File: config.mk
export PLATFORM = sky130hd
export DESIGN_NAME = nvsr_core
export DESIGN_NICKNAME = d
export VERILOG_FILES = /design/src/pkg/nvsr_pkg.sv /design/src/pkg/nvsr_line_if.sv /design/src/design/nvsr_core.sv /design/src/design/nvsr_line_watch.sv
export SDC_FILE = /design/constraint.sdc
export NUM_CORES = 1
export LEC_CHECK = 0
export BUFFER_PORTS_ARGS = -buffer_cell sky130_fd_sc_hd__buf_2
export CAP_MARGIN = 10
export CORE_AREA = 2 2 73 75
export CTS_CLUSTER_DIAMETER = 50
export DETAILED_ROUTE_END_ITERATION = 16
export DIE_AREA = 0 0 75 77
export PLACE_DENSITY = 0.71
export SLEW_MARGIN = 20
export SYNTH_ARGS = -nofsm -noshare
export SYNTH_HDL_FRONTEND = slang
export SYNTH_HIERARCHICAL = 1
export SYNTH_SLANG_ARGS = --single-unit
File: constraint.sdc
create_clock -name clock -period 2.5 [get_ports clock]
set_input_delay 0.5 -clock clock [delete_from_list [all_inputs] [get_ports clock]]
set_output_delay 0.5 -clock clock [all_outputs]
set_load 0.1 [all_outputs]
File: src/pkg/nvsr_pkg.sv
/*
  Constants for the nonvolatile store/restore and tolerance read block.
  Assumes a 10 MHz system clock and an I2C controller far slower than it.
*/
`default_nettype none
package nvsr_pkg;
  // Instruction byte command field values
  localparam logic [2:0] CMD_WIPER = 3'h0;
  localparam logic [2:0] CMD_NV = 3'h1;
  localparam logic [2:0] CMD_WPROT = 3'h2;
  localparam logic [2:0] CMD_NOP = 3'h4;
  localparam logic [2:0] CMD_RESTORE = 3'h5;
  localparam logic [2:0] CMD_STORE = 3'h6;
  // Tolerance locations in the nonvolatile space
  localparam logic [4:0] LOC_TOL_SIGN_INT = 5'h1e;
  localparam logic [4:0] LOC_TOL_FRACTION = 5'h1f;
  // Field positions of the instruction byte
  localparam int CMD_MSB = 7;
  localparam int CMD_LSB = 5;
  localparam int LOC_MSB = 4;
  // Four bus addresses selected by the two select pins {hi,lo}
  localparam logic [6:0] BUS_ADDR_00 = 7'h18;
  localparam logic [6:0] BUS_ADDR_01 = 7'h4c;
  localparam logic [6:0] BUS_ADDR_10 = 7'h1a;
  localparam logic [6:0] BUS_ADDR_11 = 7'h4e;
  // Reset values
  localparam logic [7:0] WIPER_RESET = 8'h80;
  localparam logic [4:0] PTR_RESET = 5'h00;
  // Receiver states
  typedef enum logic [2:0] {
    NVSR_IDLE = 3'b000,
    NVSR_ADDR = 3'b001,
    NVSR_INSTR = 3'b010,
    NVSR_WDATA = 3'b011,
    NVSR_RDATA = 3'b100,
    NVSR_MACK = 3'b101,
    NVSR_IGNORE = 3'b110
  } nvsr_state_e;
  // Bus address decode of the select pins
  function automatic logic [6:0] nvsr_bus_addr(input logic hi, input logic lo);
    case ({hi, lo})
      2'b00: nvsr_bus_addr = BUS_ADDR_00;
      2'b01: nvsr_bus_addr = BUS_ADDR_01;
      2'b10: nvsr_bus_addr = BUS_ADDR_10;
      default: nvsr_bus_addr = BUS_ADDR_11;
    endcase
  endfunction : nvsr_bus_addr
endpackage : nvsr_pkg
`default_nettype wire

File: src/pkg/nvsr_line_if.sv
/*
  Bus-line events carried from the line watcher to the protocol engine.
  Assumes both ends run on the same clock.
*/
`timescale 1ns/1ns
`default_nettype none
interface nvsr_line_if;
  logic start_p;
  logic stop_p;
  logic rise_p;
  logic fall_p;
  logic sda_lvl;
  modport watcher (output start_p, output stop_p, output rise_p, output fall_p, output sda_lvl);
  modport engine (input start_p, input stop_p, input rise_p, input fall_p, input sda_lvl);
endinterface : nvsr_line_if
`default_nettype wire

File: src/design/nvsr_core.sv
/*
  Serial target for the store, restore and tolerance read commands of a digital
  potentiometer. Assumes a board pull-up on the data line, the controller drives
  the serial clock, and the nonvolatile store itself sits outside behind a
  one-cycle request strobe.
*/
`timescale 1ns/1ns
`default_nettype none
module nvsr_core
  import nvsr_pkg::*;
#(
  parameter logic [7:0] TOL_SIGN_INT = 8'h00, // Factory value, arbitrary default
  parameter logic [7:0] TOL_FRACTION = 8'h00 // Factory value, arbitrary default
)
(
  // Clock and reset
  input wire logic clock,
  input wire logic resetn,
  // Serial pins
  input wire logic scl_in,
  input wire logic sda_in,
  output logic sda_out,
  output logic sda_oe,
  // Address select straps
  input wire logic addr_select_lo,
  input wire logic addr_select_hi,
  // Nonvolatile side
  output logic [7:0] wiper_setting_reg,
  output logic store_req,
  output logic restore_req,
  input wire logic [7:0] nv_wiper_value
);
  nvsr_line_if ev();
  nvsr_state_e st_r, st_nxt;
  logic [7:0] sh_r, sh_nxt, wiper_r, wiper_nxt;
  logic [3:0] bit_r, bit_nxt;
  logic [2:0] cmd_r, cmd_nxt, pend_r, pend_nxt;
  logic [4:0] ptr_r, ptr_nxt;
  logic [6:0] my_addr_r, my_addr_nxt;
  logic [1:0] strap_cnt_r, strap_cnt_nxt;
  logic ack_r, ack_nxt, rd_r, rd_nxt;
  logic [1:0] sel_sync_r, sel_sync_nxt, sel_meta_r, sel_meta_nxt;
  logic store_r, store_nxt, restore_r, restore_nxt;

  nvsr_line_watch u_watch (
    .clock(clock),
    .resetn(resetn),
    .scl_in(scl_in),
    .sda_in(sda_in),
    .ev(ev.watcher)
  );

  // Tolerance lookup; other locations read as zero in this block
  function automatic logic [7:0] tol_byte(input logic [4:0] loc);
    if (loc == LOC_TOL_SIGN_INT)
      tol_byte = TOL_SIGN_INT;
    else if (loc == LOC_TOL_FRACTION)
      tol_byte = TOL_FRACTION;
    else
      tol_byte = 8'h00;
  endfunction : tol_byte

  // Strap capture shortly after reset release, then frozen
  always_comb
  begin
    sel_meta_nxt = {addr_select_hi, addr_select_lo};
    sel_sync_nxt = sel_meta_r;
    strap_cnt_nxt = (strap_cnt_r == 2'h3) ? strap_cnt_r : strap_cnt_r + 2'h1;
    my_addr_nxt = my_addr_r;
    if (strap_cnt_r == 2'h2)
      my_addr_nxt = nvsr_bus_addr(sel_sync_r[1], sel_sync_r[0]);
  end

  always_ff @(posedge clock or negedge resetn)
  begin
    if (!resetn)
    begin
      sel_meta_r <= 2'h0;
      sel_sync_r <= 2'h0;
      strap_cnt_r <= 2'h0;
      my_addr_r <= BUS_ADDR_00;
    end
    else
    begin
      sel_meta_r <= sel_meta_nxt;
      sel_sync_r <= sel_sync_nxt;
      strap_cnt_r <= strap_cnt_nxt;
      my_addr_r <= my_addr_nxt;
    end
  end

  // Byte engine: shifts on rising clock, changes data on falling clock
  always_comb
  begin
    st_nxt = st_r;
    sh_nxt = sh_r;
    bit_nxt = bit_r;
    cmd_nxt = cmd_r;
    ptr_nxt = ptr_r;
    ack_nxt = ack_r;
    rd_nxt = rd_r;
    pend_nxt = pend_r;
    wiper_nxt = wiper_r;
    store_nxt = 1'b0;
    restore_nxt = 1'b0;
    if (ev.stop_p)
    begin
      st_nxt = NVSR_IDLE;
      ack_nxt = 1'b0;
      if (pend_r == CMD_STORE)
        store_nxt = 1'b1;
      else if (pend_r == CMD_RESTORE)
        restore_nxt = 1'b1;
      pend_nxt = CMD_NOP;
    end
    else if (ev.start_p)
    begin
      // Repeated start drops any pending store; pointer is kept
      st_nxt = NVSR_ADDR;
      bit_nxt = 4'h0;
      ack_nxt = 1'b0;
      pend_nxt = CMD_NOP;
    end
    else if (ev.rise_p && bit_r < 4'h8)
    begin
      // Read data must not move while the clock is high, so only written bytes shift here
      if (st_r != NVSR_RDATA)
        sh_nxt = {sh_r[6:0], ev.sda_lvl};
      bit_nxt = bit_r + 4'h1;
    end
    else if (ev.rise_p && st_r == NVSR_RDATA)
    begin
      // Ninth clock: controller acknowledge decides whether to go on
      bit_nxt = 4'h9;
      if (ev.sda_lvl)
        st_nxt = NVSR_IGNORE;
      else
      begin
        ptr_nxt = ptr_r + 5'h1;
        st_nxt = NVSR_MACK;
      end
    end
    else if (ev.fall_p)
    begin
      if (bit_r == 4'h8)
      begin
        // End of a byte: decide on acknowledge
        bit_nxt = 4'h9;
        case (st_r)
          NVSR_ADDR:
          begin
            if (sh_r[7:1] == my_addr_r)
            begin
              ack_nxt = 1'b1;
              rd_nxt = sh_r[0];
            end
            else
              st_nxt = NVSR_IGNORE;
          end
          NVSR_INSTR:
          begin
            ack_nxt = 1'b1;
            cmd_nxt = sh_r[CMD_MSB:CMD_LSB];
            if (sh_r[CMD_MSB:CMD_LSB] == CMD_NV)
              ptr_nxt = sh_r[LOC_MSB:0];
            pend_nxt = sh_r[CMD_MSB:CMD_LSB];
          end
          NVSR_WDATA:
          begin
            // Tolerance locations are read-only; data is acknowledged but dropped
            ack_nxt = 1'b1;
            pend_nxt = CMD_NOP;
            if (cmd_r == CMD_WIPER)
              wiper_nxt = sh_r;
          end
          default: ack_nxt = 1'b0;
        endcase
      end
      else if (bit_r == 4'h9)
      begin
        // End of the ninth clock: release and move to the next byte
        ack_nxt = 1'b0;
        bit_nxt = 4'h0;
        case (st_r)
          NVSR_ADDR:
          begin
            st_nxt = rd_r ? NVSR_RDATA : NVSR_INSTR;
            if (rd_r)
            begin
              sh_nxt = tol_byte(ptr_r);
              bit_nxt = 4'h0;
            end
          end
          NVSR_INSTR: st_nxt = NVSR_WDATA;
          NVSR_MACK:
          begin
            st_nxt = NVSR_RDATA;
            sh_nxt = tol_byte(ptr_r);
          end
          NVSR_WDATA: st_nxt = NVSR_WDATA;
          default: st_nxt = st_r;
        endcase
      end
      else if (st_r == NVSR_RDATA && bit_r != 4'h0)
        sh_nxt = {sh_r[6:0], 1'b0};
    end
    // Restored value wins over any write in the same cycle
    if (restore_r)
      wiper_nxt = nv_wiper_value;
    if (st_r == NVSR_IDLE || st_r == NVSR_IGNORE)
      bit_nxt = (ev.start_p) ? 4'h0 : 4'ha;
    if (ev.stop_p)
      bit_nxt = 4'ha;
  end

  always_ff @(posedge clock or negedge resetn)
  begin
    if (!resetn)
    begin
      st_r <= NVSR_IDLE;
      sh_r <= 8'h00;
      bit_r <= 4'ha;
      cmd_r <= CMD_NOP;
      ptr_r <= PTR_RESET;
      ack_r <= 1'b0;
      rd_r <= 1'b0;
      pend_r <= CMD_NOP;
      wiper_r <= WIPER_RESET;
      store_r <= 1'b0;
      restore_r <= 1'b0;
    end
    else
    begin
      st_r <= st_nxt;
      sh_r <= sh_nxt;
      bit_r <= bit_nxt;
      cmd_r <= cmd_nxt;
      ptr_r <= ptr_nxt;
      ack_r <= ack_nxt;
      rd_r <= rd_nxt;
      pend_r <= pend_nxt;
      wiper_r <= wiper_nxt;
      store_r <= store_nxt;
      restore_r <= restore_nxt;
    end
  end

  // Open-drain data: pull low for acknowledge or a zero read bit
  // Read bit is always the top of the shift register; held through the eighth high phase
  assign sda_out = 1'b0;
  assign sda_oe = ack_r || (st_r == NVSR_RDATA && bit_r <= 4'h8 && !sh_r[7]);
  assign wiper_setting_reg = wiper_r;
  assign store_req = store_r;
  assign restore_req = restore_r;

  // Store or restore requests only ever follow a stop
  property p_store_after_stop;
    @(posedge clock) disable iff (!resetn) store_req |-> $past(ev.stop_p);
  endproperty
  a_store_after_stop: assert property (p_store_after_stop) else $error("store without stop");
  property p_restore_after_stop;
    @(posedge clock) disable iff (!resetn) restore_req |-> $past(ev.stop_p) && !store_req;
  endproperty
  a_restore_after_stop: assert property (p_restore_after_stop) else $error("restore without stop");
  property p_store_cmd;
    @(posedge clock) disable iff (!resetn) store_req |-> $past(pend_r) == CMD_STORE;
  endproperty
  a_store_cmd: assert property (p_store_cmd) else $error("store from wrong command");
  property p_ptr_inc;
    @(posedge clock) disable iff (!resetn) (st_r == NVSR_MACK && $past(st_r) == NVSR_RDATA) |-> ptr_r == $past(ptr_r) + 5'h1;
  endproperty
  a_ptr_inc: assert property (p_ptr_inc) else $error("pointer did not advance");
  property p_tol_ro;
    @(posedge clock) disable iff (!resetn) (st_r == NVSR_WDATA && ev.fall_p && bit_r == 4'h8 && cmd_r == CMD_NV)
      |=> pend_r == CMD_NOP && wiper_r == $past(wiper_r);
  endproperty
  a_tol_ro: assert property (p_tol_ro) else $error("tolerance changed");
  property p_addr_fixed;
    @(posedge clock) disable iff (!resetn) strap_cnt_r == 2'h3 |=> $stable(my_addr_r);
  endproperty
  a_addr_fixed: assert property (p_addr_fixed) else $error("bus address moved");
  property p_instr_ptr;
    @(posedge clock) disable iff (!resetn) (st_r == NVSR_INSTR && ev.fall_p && bit_r == 4'h8 && sh_r[7:5] == CMD_NV) |=> ptr_r == $past(sh_r[4:0]);
  endproperty
  a_instr_ptr: assert property (p_instr_ptr) else $error("pointer not loaded");
  property p_nack_ends;
    @(posedge clock) disable iff (!resetn) (st_r == NVSR_RDATA && ev.rise_p && bit_r == 4'h9 && ev.sda_lvl) |=> st_r == NVSR_IGNORE && !sda_oe;
  endproperty
  a_nack_ends: assert property (p_nack_ends) else $error("read not ended by no-acknowledge");
  c_store: cover property (@(posedge clock) disable iff (!resetn) store_req);
  c_restore: cover property (@(posedge clock) disable iff (!resetn) restore_req);
  c_consec: cover property (@(posedge clock) disable iff (!resetn) st_r == NVSR_MACK && ptr_r == LOC_TOL_FRACTION);
endmodule : nvsr_core
`default_nettype wire

File: src/design/nvsr_line_watch.sv
/*
  Synchronises the serial clock and data pins and reports edges and bus conditions.
  Assumes pins are asynchronous to clock and slower than a few clock periods.
*/
`timescale 1ns/1ns
`default_nettype none
module nvsr_line_watch
  import nvsr_pkg::*;
(
  // Clock and reset
  input wire logic clock,
  input wire logic resetn,
  // Pin levels
  input wire logic scl_in,
  input wire logic sda_in,
  // Events out
  nvsr_line_if.watcher ev
);
  logic [1:0] scl_sync_r, scl_sync_nxt, sda_sync_r, sda_sync_nxt;
  logic scl_d_r, scl_d_nxt, sda_d_r, sda_d_nxt;

  // Two-stage synchronisers, then one delayed copy for edge detect
  always_comb
  begin
    scl_sync_nxt = {scl_sync_r[0], scl_in};
    sda_sync_nxt = {sda_sync_r[0], sda_in};
    scl_d_nxt = scl_sync_r[1];
    sda_d_nxt = sda_sync_r[1];
  end

  always_ff @(posedge clock or negedge resetn)
  begin
    if (!resetn)
    begin
      scl_sync_r <= 2'h3;
      sda_sync_r <= 2'h3;
      scl_d_r <= 1'b1;
      sda_d_r <= 1'b1;
    end
    else
    begin
      scl_sync_r <= scl_sync_nxt;
      sda_sync_r <= sda_sync_nxt;
      scl_d_r <= scl_d_nxt;
      sda_d_r <= sda_d_nxt;
    end
  end

  // Start and stop only count while the clock line stays high
  assign ev.start_p = scl_sync_r[1] && scl_d_r && sda_d_r && !sda_sync_r[1];
  assign ev.stop_p = scl_sync_r[1] && scl_d_r && !sda_d_r && sda_sync_r[1];
  assign ev.rise_p = scl_sync_r[1] && !scl_d_r;
  assign ev.fall_p = !scl_sync_r[1] && scl_d_r;
  assign ev.sda_lvl = sda_sync_r[1];
endmodule : nvsr_line_watch
`default_nettype wire

==> metrics <==
cts bufs inserted=5; vias post-DR=between 1500 and 2000; P_int=roughly 1700 uW; Sequential Power Share=approximately 37%; Post-Synthesis Cells=221; row count=26; status=completed; die width=75 um; Slew HR=50.8%; Max Cap Violations=0; layout cell share with drive strength beyond 1=33.3%; Final Setup Violations=0; flip-flop and latch area=approximately 1200 um^2; most common cell after layout, fill and taps aside=dfrtp_1; max-slew violation count=0; total die area=5780 um^2; antenna cells=0; die height=77 um; CORE AREA=between 4000 and 5000 um^2; #FFs+latches synth=48; DR WL/cell=14.7 um; grt ovf=0; required time worst endpoint=approximately 2000 ps; Area Growth Syn to Fin=15.7%; power density over cell area=between 1000 and 1500 nW/um^2; Total GRT Usage=19.1%; placed cells=320; DRC=0; met2 Use GR=around 28%; Setup Skew=roughly 10 ps; fin crit share=95.7%; final cell count without fillers=between 300 and 400; CP max FO=10; net count after synthesis=240; htree depth=2; grt peak-use layer=met2; Port-buffer cells=24; Net Switching=about 1200 uW; TritonCTS clock tree=yes; area of the multi-input gates=~1100 um^2; Reg2Reg Depth=5; post-CTS sizing=0; worst min-delay path category=in2async; First-pass DRT Iterations=4; worst slew pin tran=about 740 ps; worst skew pair latency=around 300 ps; Critical Path AT=1890 ps; postcts setup bufs=0; Critical Path Source Type=flop; FF-to-FF Start=u_watch/sda_d_r; clk sinks=48; Net count, final=about 280; worst reg2reg setup slack=170 ps; Reg clk slew, reported paths=80 ps; clock power share=between 10% and 20%; drt total wl=a little under 5 mm; Max VDD drop=between 0.8 and 0.9 mV; initial antenna violation count=0; Ports=26; commonest cells after routing, fill and taps aside=36 x dfrtp_1, 23 x buf_2, 19 x mux2i_1; Top FF cell, synth=dfrtp_1; Initial Utilization=49.0%; first-pass GRT wire length=between 8 and 9 mm; number of flops mapped to enable cells by yosys=0; register area share after synthesis=roughly half; Final min period=about 2400 ps; R2R Path End=sh_r[3]; leakage power=about 0.0013 uW; critical path class=reg2out; Layout fillers=432; antenna-violating nets left=0; Max Freq=418 MHz; clk buf depth=2; combinational share of power=46.1%; number of DRC markers in iteration 0=about 140; RSZ-0062 raised after global routing=false; # hold bufs at CTS=0; fraction of registers with async set/reset=between 90% and 100%; dpl hpwl=between 3 and 4 mm; largest net degree at the start of global routing=35; Crit. End Element=output pin; synthesized area=roughly 2400 um^2; met3 Usage GRT=5.12%; Yosys Warn Count=6; CTS Root Buffer Type=clkbuf_8; placer congestion estimate=between 0.9 and 1; setup TNS=0 ps; Via density=between 5 and 6; vias in the first global route=approximately 1800; Netlist cell types=51; grt met1 use=about 27%; Setup crit start=st_r[0]; Final Hold Fails=0; average size of a mapped cell=~11 um^2; Switching Fraction=a little over two fifths
## kinds of logic (layout without fill, tap and decap cells)
group	after synthesis	after routing	synth area share, %
AND/OR/NAND/NOR	66	66	14.6
buffers and inverters	22	59	4.41
AO/OA/AOI/OAI	40	40	11.2
other	1	1	0.154
XOR/XNOR	4	4	1.44
multiplexers	35	35	15.7
adder cells (fa/ha/maj)	5	5	2.57
flip-flops	48	48	49.9
## worst max-delay path by stage
stage,end,cells past startpoint
2_1_floorplan,sh_r[1],7
3_3_place_gp,sh_r[1],5
3_5_place_dp,sh_r[7],5
4_1_cts,sda_oe,5
5_1_grt,sda_oe,5
6_report,sda_oe,4
## per-stage QoR
stage | utilization (%) | cell area (um^2) | power, uW | setup WS, ps | hold WS, ps
finish | 56.6 | 2820 | 2890 | 107 | 257
global route | 56.6 | 2820 | 3080 | 12.6 | 279
CTS | 56.4 | 2810 | 2900 | 3.07 | 286
detailed placement | 54.4 | 2710 | 2410 | 93.1 | 341
global placement | 54.4 | 2710 | 2390 | 214 | 333
floorplan | - | 2440 | 2090 | 162 | 204
## final cells by class
type	count	area share, %
well taps	70	3.11
clock inverters	1	0.311
multi-input cells	151	40.0
inverters	12	1.60
repair buffers	39	8.79
flip-flops and latches	48	43.1
clock buffers	7	3.06
## power groups by stage
stage	Combinational (uW)	Sequential [uW]	Clock, uW
after global routing	1450	1110	525
final	1330	1080	478
after floorplan	785	1300	0
after detailed placement	1320	1090	0
after CTS	1330	1080	493
after global placement	1300	1090	0
## synth_stat cells, types with 2 or more instances
master	count	area, um^2
dfrtp_1	36	901
mux2i_1	19	190
nor2_1	17	63.8
mux2_2	13	146
nand2_1	13	48.8
dfstp_2	12	315
inv_1	12	45.0
o21ai_0	12	60.1
a21oi_1	6	30.0
nor3_1	6	30.0
ha_1	5	62.6
or2_2	5	31.3
a31oi_1	4	25.0
nand3_1	4	20.0
nor2b_1	4	25.0
a211oi_1	3	22.5
clkbuf_1	3	11.3
mux2_4	3	45.0
xnor2_1	3	26.3
and2b_2	2	17.5
and3_1	2	12.5
and4b_1	2	20.0
buf_2	2	10.0
buf_6	2	22.5
nand4_1	2	12.5
nor3b_1	2	15.0
o211ai_1	2	15.0
o311a_1	2	20.0
## metal layers
metal / part of all wire (%) / wire length (um) / vias to the layer above
li1: - / - / 853
met1: 47 / 2260 / 840
met2: 46 / 2240 / 51
met3: 5.2 / 252 / 8
met4: 1.7 / 82 / 0
met5: 0 / 0 / -
## critical path, cell delays in order, from the launching register on
cell,delay [ps]
dfrtp_1,470
or3b_2,540
a211oi_1,240
or2_2,180
buf_12,170
Power figures use the tool's default switching activity.
